`config.mk`:
```
export PLATFORM = sky130hd
export DESIGN_NAME = analog_fault_status
export DESIGN_NICKNAME = d
export VERILOG_FILES = /design/src/verilog/fault_pkg.sv /design/src/verilog/pin_sync.sv /design/src/verilog/analog_fault_status.sv
export SDC_FILE = /design/constraint.sdc
export NUM_CORES = 1
export LEC_CHECK = 0
export ABC_AREA = 1
export BUFFER_PORTS_ARGS = -buffer_cell sky130_fd_sc_hd__buf_2
export CAP_MARGIN = 0
export CORE_ASPECT_RATIO = 1.75
export CORE_MARGIN = 8
export CORE_UTILIZATION = 35
export DETAILED_ROUTE_END_ITERATION = 10
export PLACE_DENSITY = 0.57
export SETUP_SLACK_MARGIN = 0.05
export SLEW_MARGIN = 30
export SYNTH_ARGS = -nofsm -noshare
export SYNTH_HDL_FRONTEND = slang
export SYNTH_SLANG_ARGS = --single-unit
```
`constraint.sdc`:
```
create_clock -name hclk -period 2.5 [get_ports hclk]
set_input_delay 0.25 -clock hclk [delete_from_list [all_inputs] [get_ports hclk]]
set_output_delay 0.25 -clock hclk [all_outputs]
set_load 0.05 [all_outputs]
```
`src/verilog/fault_pkg.sv`:
```
// Constants, types and helpers for the analog module fault-status block.
// Assumes one 10 MHz bus clock and an AHB-Lite master on the bus side.
package fault_pkg;

  // ********************************
  // Sizes and timing
  // ********************************
  localparam int NCH       = 4;
  localparam int ADDR_W    = 8;
  localparam int CLK_NS    = 100;
  localparam int TEST_NS   = 5000;
  // Least time, so round up
  localparam int TEST_CYC  = (TEST_NS + CLK_NS - 1) / CLK_NS;

  // ********************************
  // Register map (byte addresses)
  // ********************************
  localparam logic [7:0] OFF_CFG      = 8'h00;
  localparam logic [7:0] OFF_FAULT    = 8'h04;
  localparam logic [7:0] OFF_IRQ_STAT = 8'h08;
  localparam logic [7:0] OFF_IRQ_MASK = 8'h0c;
  localparam logic [3:0] PAGE_DAC     = 4'h1;
  localparam logic [3:0] PAGE_ADC     = 4'h2;
  localparam int         UND_BIT      = 16;
  localparam int         OVR_BIT      = 17;
  localparam logic       RESP_OKAY    = 1'b0;

  // ********************************
  // Fault word
  // ********************************
  typedef enum logic [2:0] {
    CLS_NONE = 3'b000,
    CLS_HW   = 3'b001,
    CLS_CFG  = 3'b010
  } cls_type;

  typedef struct packed {
    logic [3:0] unused;
    cls_type    cls;
    logic [8:0] ext;
  } fault_word_type;

  localparam logic [8:0] EXT_GENERAL  = 9'h000;
  localparam logic [8:0] EXT_POWERUP  = 9'h001;
  localparam logic [8:0] EXT_RANGE_B  = 9'h001;
  localparam logic [8:0] EXT_FILTER_B = 9'h005;
  localparam logic [8:0] EXT_FORMAT_B = 9'h009;

  // ********************************
  // Channel configuration
  // ********************************
  typedef struct packed {
    logic [1:0] format;
    logic [1:0] filter;
    logic [1:0] range;
  } ch_cfg_type;

  typedef ch_cfg_type [NCH-1:0] cfg_type;
  typedef logic [NCH-1:0][15:0] chan_bus_type;
  localparam logic [1:0] SEL_BAD = 2'b11;

  // Limits per range code; code 3 is never accepted
  localparam logic [3:0][15:0] RANGE_HI =
    {16'hffff, 16'h6000, 16'h7d00, 16'h7fff};
  localparam logic [3:0][15:0] RANGE_LO =
    {16'h0000, 16'h0800, 16'h0400, 16'h0000};

  // Interrupt status bits
  localparam int IRQ_W     = 4;
  localparam int IRQ_HW    = 0;
  localparam int IRQ_CFG   = 1;
  localparam int IRQ_RANGE = 2;
  localparam int IRQ_READY = 3;

  typedef enum logic [2:0] {
    ST_RESET = 3'b000,
    ST_LOAD  = 3'b001,
    ST_CHECK = 3'b010,
    ST_RUN   = 3'b011,
    ST_FAIL  = 3'b100
  } st_type;

  // Returns {bad, code}; lowest code wins when several options are bad
  function automatic logic [9:0] cfg_check(input cfg_type c);
    logic [9:0] res;
    res = '0;
    for (int i = NCH - 1; i >= 0; i--) begin
      if (c[i].format == SEL_BAD) res = {1'b1, EXT_FORMAT_B + 9'(i)};
    end
    for (int i = NCH - 1; i >= 0; i--) begin
      if (c[i].filter == SEL_BAD) res = {1'b1, EXT_FILTER_B + 9'(i)};
    end
    for (int i = NCH - 1; i >= 0; i--) begin
      if (c[i].range == SEL_BAD) res = {1'b1, EXT_RANGE_B + 9'(i)};
    end
    return res;
  endfunction

endpackage

```
`src/verilog/pin_sync.sv`:
```
// Two-flop synchroniser for pins from outside the clock domain.
// Assumes a multi-bit bus is held stable by its source for several clocks.
`timescale 1ns/1ps
module pin_sync #(
  parameter int WIDTH = 1
) (
  input  wire logic             hclk,
  input  wire logic             hresetn,
  input  wire logic             ce,
  input  wire logic [WIDTH-1:0] d,
  output logic      [WIDTH-1:0] q
);

  typedef struct packed {
    logic [WIDTH-1:0] s2;
    logic [WIDTH-1:0] s1;
  } sync_type;

  sync_type r_reg;
  sync_type r_next;

  // First stage feeds only the second stage
  always_comb begin
    r_next    = r_reg;
    r_next.s1 = d;
    r_next.s2 = r_reg.s1;
  end

  always_ff @(posedge hclk or negedge hresetn) begin
    if (!hresetn) begin
      r_reg <= '0;
    end else if (ce) begin
      r_reg <= r_next;
    end
  end

  assign q = r_reg.s2;

endmodule

```
`src/verilog/analog_fault_status.sv`:
```
// Fault-status block of an analog I/O module with an AHB-Lite slave.
// Assumes the sole slave on its bus: hreadyout is the bus hready.
//
// Our own choices: the register offsets and the AHB-Lite register port.
`timescale 1ns/1ps
module analog_fault_status (
  input  wire logic                    hclk,
  input  wire logic                    hresetn,
  input  wire logic                    ce,
  input  wire logic                    hsel,
  input  wire logic [31:0]             haddr,
  input  wire logic [1:0]              htrans,
  input  wire logic                    hwrite,
  input  wire logic [2:0]              hsize,
  input  wire logic [31:0]             hwdata,
  input  wire logic                    hready,
  output logic      [31:0]             hrdata,
  output logic                         hreadyout,
  output logic                         hresp,
  input  wire fault_pkg::chan_bus_type adc_in,
  input  wire logic                    hw_fault_in,
  output fault_pkg::chan_bus_type      dac_out,
  output fault_pkg::fault_word_type    fault_word,
  output logic                         critical_err,
  output logic                         module_ok,
  output logic                         irq
);
  import fault_pkg::*;

  // ********************************
  // State
  // ********************************
  typedef struct packed {
    st_type         st;
    logic [7:0]     cnt;
    cfg_type        cfg;
    logic           cfg_err;
    logic [8:0]     cfg_code;
    fault_word_type fw;
    logic [IRQ_W-1:0] irq_stat;
    logic [IRQ_W-1:0] irq_mask;
    logic           irq_q;
    logic           hw_seen;
    chan_bus_type   dac;
    chan_bus_type   dac_q;
    chan_bus_type   adc;
    logic [NCH-1:0] ovr;
    logic [NCH-1:0] und;
    logic           a_valid;
    logic           a_write;
    logic [ADDR_W-1:0] a_addr;
    logic [31:0]    rdata;
  } state_type;

  localparam state_type RESET_STATE = '0;
  localparam int SYNC_W = NCH * 16 + 1;

  state_type r_reg;
  state_type r_next;

  logic [SYNC_W-1:0] sync_q;
  chan_bus_type      adc_s;
  logic              hw_s;

  // ********************************
  // Pin synchronisers
  // ********************************
  pin_sync #(
    .WIDTH (SYNC_W)
  ) u_sync (
    .hclk    (hclk),
    .hresetn (hresetn),
    .ce      (ce),
    .d       ({hw_fault_in, adc_in}),
    .q       (sync_q)
  );

  assign adc_s = sync_q[SYNC_W-2:0];
  assign hw_s  = sync_q[SYNC_W-1];

  // ********************************
  // Next-state logic
  // ********************************
  always_comb begin
    logic [9:0]        chk;
    logic [IRQ_W-1:0]  ev;
    logic              rd_clear;
    logic [31:0]       rd;
    logic [ADDR_W-1:0] ra;
    logic [ADDR_W-1:0] wa;
    logic              fault;
    chk      = '0;
    ev       = '0;
    rd_clear = 1'b0;
    rd       = '0;
    ra       = haddr[ADDR_W-1:0];
    wa       = r_reg.a_addr;
    fault    = 1'b0;
    r_next   = r_reg;

    // Data phase of a write: registers take hwdata now
    if (r_reg.a_valid && r_reg.a_write) begin
      if (wa == OFF_CFG) begin
        chk = cfg_check(hwdata[$bits(cfg_type)-1:0]);
        if (chk[9]) begin
          // Bad settings are dropped; the old ones stay active
          r_next.cfg_err  = 1'b1;
          r_next.cfg_code = chk[8:0];
          ev[IRQ_CFG]     = 1'b1;
        end else begin
          r_next.cfg     = hwdata[$bits(cfg_type)-1:0];
          r_next.cfg_err = 1'b0;
        end
      end else if (wa == OFF_IRQ_MASK) begin
        r_next.irq_mask = hwdata[IRQ_W-1:0];
      end else if (wa[7:4] == PAGE_DAC) begin
        r_next.dac[wa[3:2]] = hwdata[15:0];
      end
    end

    // Address phase: latch it, and build read data for the data phase
    r_next.a_valid = hsel && hready && htrans[1];
    r_next.a_write = hwrite;
    r_next.a_addr  = ra;
    if (hsel && hready && htrans[1] && !hwrite) begin
      if (ra == OFF_CFG) begin
        rd[$bits(cfg_type)-1:0] = r_reg.cfg;
      end else if (ra == OFF_FAULT) begin
        rd[15:0] = r_reg.fw;
      end else if (ra == OFF_IRQ_STAT) begin
        rd[IRQ_W-1:0] = r_reg.irq_stat;
        rd_clear      = 1'b1;
      end else if (ra == OFF_IRQ_MASK) begin
        rd[IRQ_W-1:0] = r_reg.irq_mask;
      end else if (ra[7:4] == PAGE_DAC) begin
        rd[15:0] = r_reg.dac[ra[3:2]];
      end else if (ra[7:4] == PAGE_ADC) begin
        // Range flags live beside the sample, not in the fault word
        rd[15:0]    = r_reg.adc[ra[3:2]];
        rd[UND_BIT] = r_reg.und[ra[3:2]];
        rd[OVR_BIT] = r_reg.ovr[ra[3:2]];
      end
      r_next.rdata = rd;
    end

    // Power-up self test before normal operation
    unique case (r_reg.st)
      ST_RESET: begin
        r_next.cnt = '0;
        r_next.st  = ST_LOAD;
      end
      ST_LOAD: begin
        chk = cfg_check(r_reg.cfg);
        if (chk[9]) begin
          r_next.st = ST_FAIL;
        end else begin
          r_next.st = ST_CHECK;
        end
      end
      ST_CHECK: begin
        if (hw_s) begin
          r_next.st = ST_FAIL;
        end else if (r_reg.cnt == 8'(TEST_CYC - 1)) begin
          r_next.st      = ST_RUN;
          ev[IRQ_READY]  = 1'b1;
        end else begin
          r_next.cnt = r_reg.cnt + 8'd1;
        end
      end
      ST_RUN: begin
        r_next.st = ST_RUN;
      end
      ST_FAIL: begin
        // Only a reset leaves a failed self test
        r_next.st = ST_FAIL;
      end
      default: begin
        r_next.st = ST_FAIL;
      end
    endcase

    // Fault word: hardware outranks configuration
    r_next.fw.unused = '0;
    if (r_next.st == ST_FAIL) begin
      r_next.fw.cls = CLS_HW;
      r_next.fw.ext = EXT_GENERAL;
    end else if (r_next.st != ST_RUN) begin
      r_next.fw.cls = CLS_HW;
      r_next.fw.ext = EXT_POWERUP;
    end else if (hw_s) begin
      r_next.fw.cls = CLS_HW;
      r_next.fw.ext = EXT_GENERAL;
    end else if (r_next.cfg_err) begin
      r_next.fw.cls = CLS_CFG;
      r_next.fw.ext = r_next.cfg_code;
    end else begin
      r_next.fw.cls = CLS_NONE;
      r_next.fw.ext = '0;
    end
    fault = (r_next.fw.cls != CLS_NONE);

    // Outputs go to zero while any fault stands
    for (int i = 0; i < NCH; i++) begin
      r_next.dac_q[i] = fault ? '0 : r_next.dac[i];
    end

    // Input table and range flags, updated only in normal running
    if (r_reg.st == ST_RUN) begin
      for (int i = 0; i < NCH; i++) begin
        r_next.adc[i] = adc_s[i];
        r_next.ovr[i] = adc_s[i] > RANGE_HI[r_reg.cfg[i].range];
        r_next.und[i] = adc_s[i] < RANGE_LO[r_reg.cfg[i].range];
      end
    end
    ev[IRQ_RANGE] = |((r_next.ovr | r_next.und) & ~(r_reg.ovr | r_reg.und));

    // A new hardware fault is an event once per rising edge
    r_next.hw_seen = hw_s || (r_next.st == ST_FAIL);
    ev[IRQ_HW]     = r_next.hw_seen && !r_reg.hw_seen;

    // Sticky status: a set in the reading cycle survives the clear
    r_next.irq_stat = (r_reg.irq_stat & ~{IRQ_W{rd_clear}}) | ev;
    r_next.irq_q    = |(r_next.irq_stat & r_next.irq_mask);
  end

  // ********************************
  // State register
  // ********************************
  always_ff @(posedge hclk or negedge hresetn) begin
    if (!hresetn) begin
      r_reg <= RESET_STATE;
    end else if (ce) begin
      r_reg <= r_next;
    end
  end

  // ********************************
  // Outputs
  // ********************************
  // Frozen state cannot take a transfer, so stall the bus while ce is low
  assign hreadyout    = ce;
  assign hresp        = RESP_OKAY;
  assign hrdata       = r_reg.rdata;
  assign dac_out      = r_reg.dac_q;
  assign fault_word   = r_reg.fw;
  // Host leaves run mode on this level
  assign critical_err = (r_reg.fw.cls == CLS_HW);
  assign module_ok    = (r_reg.st == ST_RUN) && !critical_err;
  assign irq          = r_reg.irq_q;

endmodule

```
# Word-level counts from Yosys, hierarchy flattened
# Index checks and enable logic that the tools add are counted.
[totals] ff_bits=431 in_bits=140 output_inout_bits=117 wordCells=230
[op_classes] add_sub_neg=1 order_cmp=15 n_eq_ne=40 muxes=101 bitwise=9 n_reduce_logical=22
[op_table] operator="binary-select mux 16 bit (select 2 bit)" count=10
[op_table] operator="2-to-1 mux 10 bit" count=29
[op_table] operator="2-to-1 mux 16 bit" count=17
[op_table] operator="2-to-1 mux 64 bit" count=4
[op_table] operator="bitwise mux 64 bit" count=1
[op_table] operator="greater-than comparator 16 bit" count=4
[op_table] operator="< comparator 16 bit" count=4
[op_table] operator="== test 2 bit, second input constant" count=24
[op_table] operator="2-to-1 mux 11 bit" count=4
[op_table] operator="2-to-1 mux 18 bit" count=2
[op_table] operator="demux 16 bit (select 2 bit)" count=1
[op_table] operator="2-to-1 mux 14 bit" count=2
[op_table] operator="== test 8 x 4 -> 1 bit, second input constant" count=3
[op_table] operator="2-to-1 mux 8 bit" count=3
[op_table] operator="2-to-1 mux 4 bit" count=5
[op_table] operator="< comparator 2 x 3 -> 1 bit, second input constant" count=6
[op_table] operator="logical NOT 8 bit" count=2
[op_table] operator="one-hot mux 8 bit (2 select lines)" count=1
[op_table] operator="AND 4 bit" count=3
[op_table] operator="2-to-1 mux 1 bit" count=12
[op_table] operator="OR 4 bit" count=3
[op_table] operator="one-hot mux 3 bit (4 select lines)" count=1
[op_table] operator="2-to-1 mux 3 bit" count=3
[op_table] operator="2-to-1 mux 9 bit" count=1
[op_table] operator="25 further kinds" count=43

# Longest topological paths before layout
[depth] depth_word=24 depth_mapped=20 depth_no_buf=20

# Cells and area by module
# Synthesis repeated with hierarchy kept, for this count alone.
[hier_totals] hier_cells=2513 area_unflattened_um2=21279.2
[by_module_without_submodules] module="analog_fault_status" n_inst=1 cells_each=1963 area_each_um2=16321.9 seq_area_each_um2=7507.2
[by_module_without_submodules] module="pin_sync" n_inst=1 cells_each=550 area_each_um2=4957.3 seq_area_each_um2=3253.1

# Worst setup path before layout
# Ideal clock, no wire load.
[synth_path] path_kind="reg-to-reg" from="reg r_reg[290] (netlist name)" to="reg r_reg (netlist bit irq)" arrival_time_ps=1984 t_required_ps=2378 path_slack_ps=394 path_stages_with_launch=19 path_buffers=0 path_cell_list="dfrtp_1 > inv_1 > ha_1 > inv_1 > ha_1 > nand2_1 > inv_1 > o21ai_0 > nand2_1 > nand2_1 > nand3_1 > nand2_1 > nand2_1 > nand2_1 > nand2_1 > inv_1 > nand3_1 > nand2_1 > a21oi_1"
[synth_between] elab_chain_len=13 word_cells_on_any_way=23
[synth_rtl] element="from (decl)" line="analog_fault_status.sv:58" source="state_type r_reg;"
[synth_rtl] element="from (signal assigned)" line="analog_fault_status.sv:233" source="r_reg <= r_next;"
[synth_rtl] element="branches (longest 10 deep; another with greater-than comparator 16 bit)"
[synth_rtl] element="OR 4 bit (*)" line="analog_fault_status.sv:222" source="r_next.irq_stat = (r_reg.irq_stat & ~{IRQ_W{rd_clear}}) | ev;"
[synth_rtl] element="AND 4 bit (*)" line="analog_fault_status.sv:223" source="r_next.irq_q = |(r_next.irq_stat & r_next.irq_mask);"
[synth_rtl] element="OR reduction 4 bit (*)" line="analog_fault_status.sv:223"
# Every way passes the cells marked *. The select of a mux whose other input is x is not followed.
# A chain may end at the register's enable or synchronous reset.

# Final worst setup path
[layout_path] from="reg r_reg[312] (netlist name)" to="out module_ok"
[layout_between] elab_chain_len=2
[layout_rtl] element="== test 3 x 2 -> 1 bit" line="analog_fault_status.sv:248" source="assign module_ok = (r_reg.st == ST_RUN) && !critical_err;"
[layout_rtl] element="logical AND 1 bit" line="analog_fault_status.sv:248"
[layout_rtl] element="to (decl)" line="analog_fault_status.sv:25" source="output logic module_ok,"
# Every way passes these cells.

==> out/results.tsv <==
stage	metric	value	unit
grt	grt_use_total	19.9	%
worst_setup_path	crit_fanout	9	
die	die_area	0.0690	mm2
die	design.core.area	0.0600	mm2
grt	grt_max_degree	134	
run	max-cap-violations	0	
placed_design	dp_cells	3388	
sta	period_minus_slack	2.39	ns
placed_design	io_buffers	206	
pwr	powerDensity	777	mW/mm2
sta	tightest_slew	0.708	ns
drt	drtAntennaViolNets	0	
cells_and_area	area_growth	18.5	%
worst_setup_path	r2r_setup_slack	0.20	ns
worst_setup_path	cp.required	2.25	ns
drt	wl	69900	um
drt	via_per_inst	4.95	
placed_design	hpwl	52600	um
sta	rsz0062_at_grt	yes	
drt	vias	17500	
clock_network	numCtsBuffers	42	
clock_network	path_clk_slew	0.07	ns
worst_hold_path	whs_endpoint	r_reg[287]$_DFFE_PN0P_	
yosys	ys_seq_elements	430	
worst_setup_path	critical_path.most_common_cell	buf_4	
clock_network	cts_tree	yes	
grt	antenna_found_initial	0	
cells_and_area	final_common_cell	nand2_1	
worst_hold_path	worst_hold_path.num_cells	3	
worst_setup_path	r2r_end	irq$_DFFE_PN0P_	
outcome	outcome	complete, no violations	
cells_and_area	largest_reg_flops	200	
sta	skew	0.0232	ns
yosys	yosysWarningCount	0	
die	pin_count	257	
yosys	avgSynthCellArea	8.42	um2
clock_network	post_cts_buffers	0	
pwr	power.leakage	12.7	nW
cells_and_area	fin_nets	2946	
worst_hold_path	min_path_type	input port to flop	
sta	hold_violations	0	
die	start_util	35.3	%
die	dieWidth	202	um
yosys	ys_types	51	
clock_network	clockBufferDepth	3	
yosys	syn_area	0.0212	mm2
cells_and_area	fillers	6033	
yosys	ys.flop_type	dfrtp_1	
drt	wl_per_cell	19.7	um
worst_setup_path	cp.arrival	2.14	ns
clock_network	numClockSinks	430	
cells_and_area	antenna_cells	0	
worst_setup_path	path_cells	inv_2, nand3_1, buf_4, buf_4, nor2_1, buf_2	
cells_and_area	layout.cells.non_filler	3546	
grt	grt_overflow	0	
worst_setup_path	slowest_stage	dfrtp_1	
worst_setup_path	worstReg2RegStart	r_reg[296]$_DFFE_PN0P_	
sta	fmax	0.418	GHz
yosys	seq_area_frac_synth	50.8	%
cells_and_area	register_area	0.0108	mm2
grt	grt_pass1_wl	107000	um
placed_design	place.gp.congestion	0.871	
clock_network	cts_root_buffer	clkbuf_16	
clock_network	ctsHtreeMaxLevel	2	
cells_and_area	drive_gt1_share	17.3	%
worst_setup_path	cp-start-kind	flop	
cells_and_area	multi_input_area	0.00822	mm2
worst_setup_path	r2r_cells	16	
cells_and_area	post-route-util	41.8	%
drt	drc	0	
grt	grt_pass1_vias	18000	
worst_hold_path	holdCritStartpoint	hwdata[9]	
cells_and_area	layout_common_cells	nand2_1 (771), dfrtp_1 (428), o21ai_0 (315)	
sta	final_max_slew_viol_count	0	
worst_setup_path	path_class	flop to primary output	
worst_setup_path	endpoint_kind	primary output	
die	rows	119	
yosys	synth_edf_count	0	
drt	dr.first_iter.drc_count	1075	
worst_setup_path	slowest_delay	0.40	ns
pwr	peakVddDrop	0.535	mV
drt	dr.pass1.iters	5	
worst_setup_path	critical_path.top_delay_family	buffers and inverters	
sta	hold_ws	0.0356	ns
die	die_y	341	um
yosys	ys_async_sr_fraction	100	%
sta	slew_headroom	52.8	%
worst_setup_path	crit_buf_inv	4	
yosys	syn_inst	2517	
sta	setup-violations-final	0	
clock_network	clkLatencyLatePin	0.57	ns
sta	timing.final.crit_share	95.6	%
## cells by family after synthesis
| group | after synthesis | synth area share [%] |
|---|---|---|
| adder cells (fa/ha/maj) | 78 | 4.61 |
| AO/OA/AOI/OAI | 597 | 15.9 |
| AND/OR/NAND/NOR | 915 | 17.1 |
| flip-flops | 430 | 50.8 |
| other | 1 | 0.0177 |
| multiplexers | 9 | 0.472 |
| buffers and inverters | 487 | 11.1 |
## worst max path at each step
stage,endpoint,startpoint,cells after the start
final,module_ok,r_reg[312]$_DFFE_PN0P_,6
after global routing,irq$_DFFE_PN0P_,r_reg[296]$_DFFE_PN0P_,16
after CTS,irq$_DFFE_PN0P_,r_reg[279]$_DFFE_PN0P_,17
after detailed placement,irq$_DFFE_PN0P_,r_reg[296]$_DFFE_PN0P_,16
after global placement,irq$_DFFE_PN0P_,r_reg[291]$_DFFE_PN0P_,17
after floorplan,irq$_DFFE_PN0P_,r_reg[290]$_DFFE_PN0P_,18
## per-stage QoR
step | TNS [ns] | cell area, um2 | power [W] | worst slack [ns]
2_1_floorplan | 0 | 21200 | 0.0114 | 0.394
3_3_place_gp | 0 | 22700 | 0.0128 | 0.00767
3_5_place_dp | -0.0134 | 22700 | 0.0129 | -0.0115
4_1_cts | 0 | 25000 | 0.0197 | 0.0507
5_1_grt | 0 | 25100 | 0.0205 | 0.0276
6_report | 0 | 25100 | 0.0195 | 0.110
## Yosys cell counts (2+ instances only)
cell       instances  area [um2]
a21o_1             2        15.0
a21oi_1          111         556
a22oi_1           14         105
a31oi_1            4        25.0
buf_1              4        15.0
buf_2             25         125
buf_4            115         863
buf_6              7        78.8
clkbuf_1          79         297
clkinv_1           2        7.51
dfrtp_1          430       10800
ha_1              78         976
inv_1            246         923
inv_2              8        30.0
mux2_2             8        90.1
nand2_1          773        2900
nand2_2            5        31.3
nand3_1           34         170
nand4_1            9        56.3
nor2_1            63         236
nor2_2             4        25.0
nor2_4             4        45.0
nor3_1            12        60.1
nor4_1             4        25.0
o2111ai_1          2        17.5
o21ai_0          315        1580
o21ai_1           14        70.1
o21ai_2           49         429
o21bai_1           3        22.5
o221ai_1           4        35.0
o22ai_1           67         419
o31ai_1            3        22.5
## tightest hold or removal path: cells and delay by family
kind | cells | cell delay (ns)
buffers and inverters | 2 | 0.22
AO/OA/AOI/OAI | 1 | 0.09
## routing by layer
metal | routed length [um] | vias up | global-route usage [%]
li1 | - | 8456 | -
met5 | 0 | - | 0
met1 | 26600 | 8407 | 22.4
met3 | 3470 | 131 | 2.77
met2 | 35500 | 544 | 35.8
met4 | 4260 | 0 | 11.1
## power by group
part / switching (W) / total [W] / leakage, nW / internal (W)
Combinational: 0.00288 / 0.00414 / 6.51 / 0.00127
Clock: 0.00278 / 0.00663 / 0.700 / 0.00384
Sequential: 0.000673 / 0.00874 / 5.54 / 0.00807
Total: 0.00634 / 0.0195 / 12.7 / 0.0132
## layout make-up
cell class,count,share of cell area (%)
clock buffer,65,5.10
inverter,256,3.89
timing repair buffer,385,10.9
tap,786,3.92
sequential,430,42.9
multi-input combinational,1613,32.8
clock inverter,11,0.548
## timing repair
item,in CTS,in global routing
setup endpoints to repair,2,5
hold buffers,81,0
resized for setup,2,22
endpoints found under the hold margin,201,0
cloned,0,1
(Power assumes the default switching activity.)
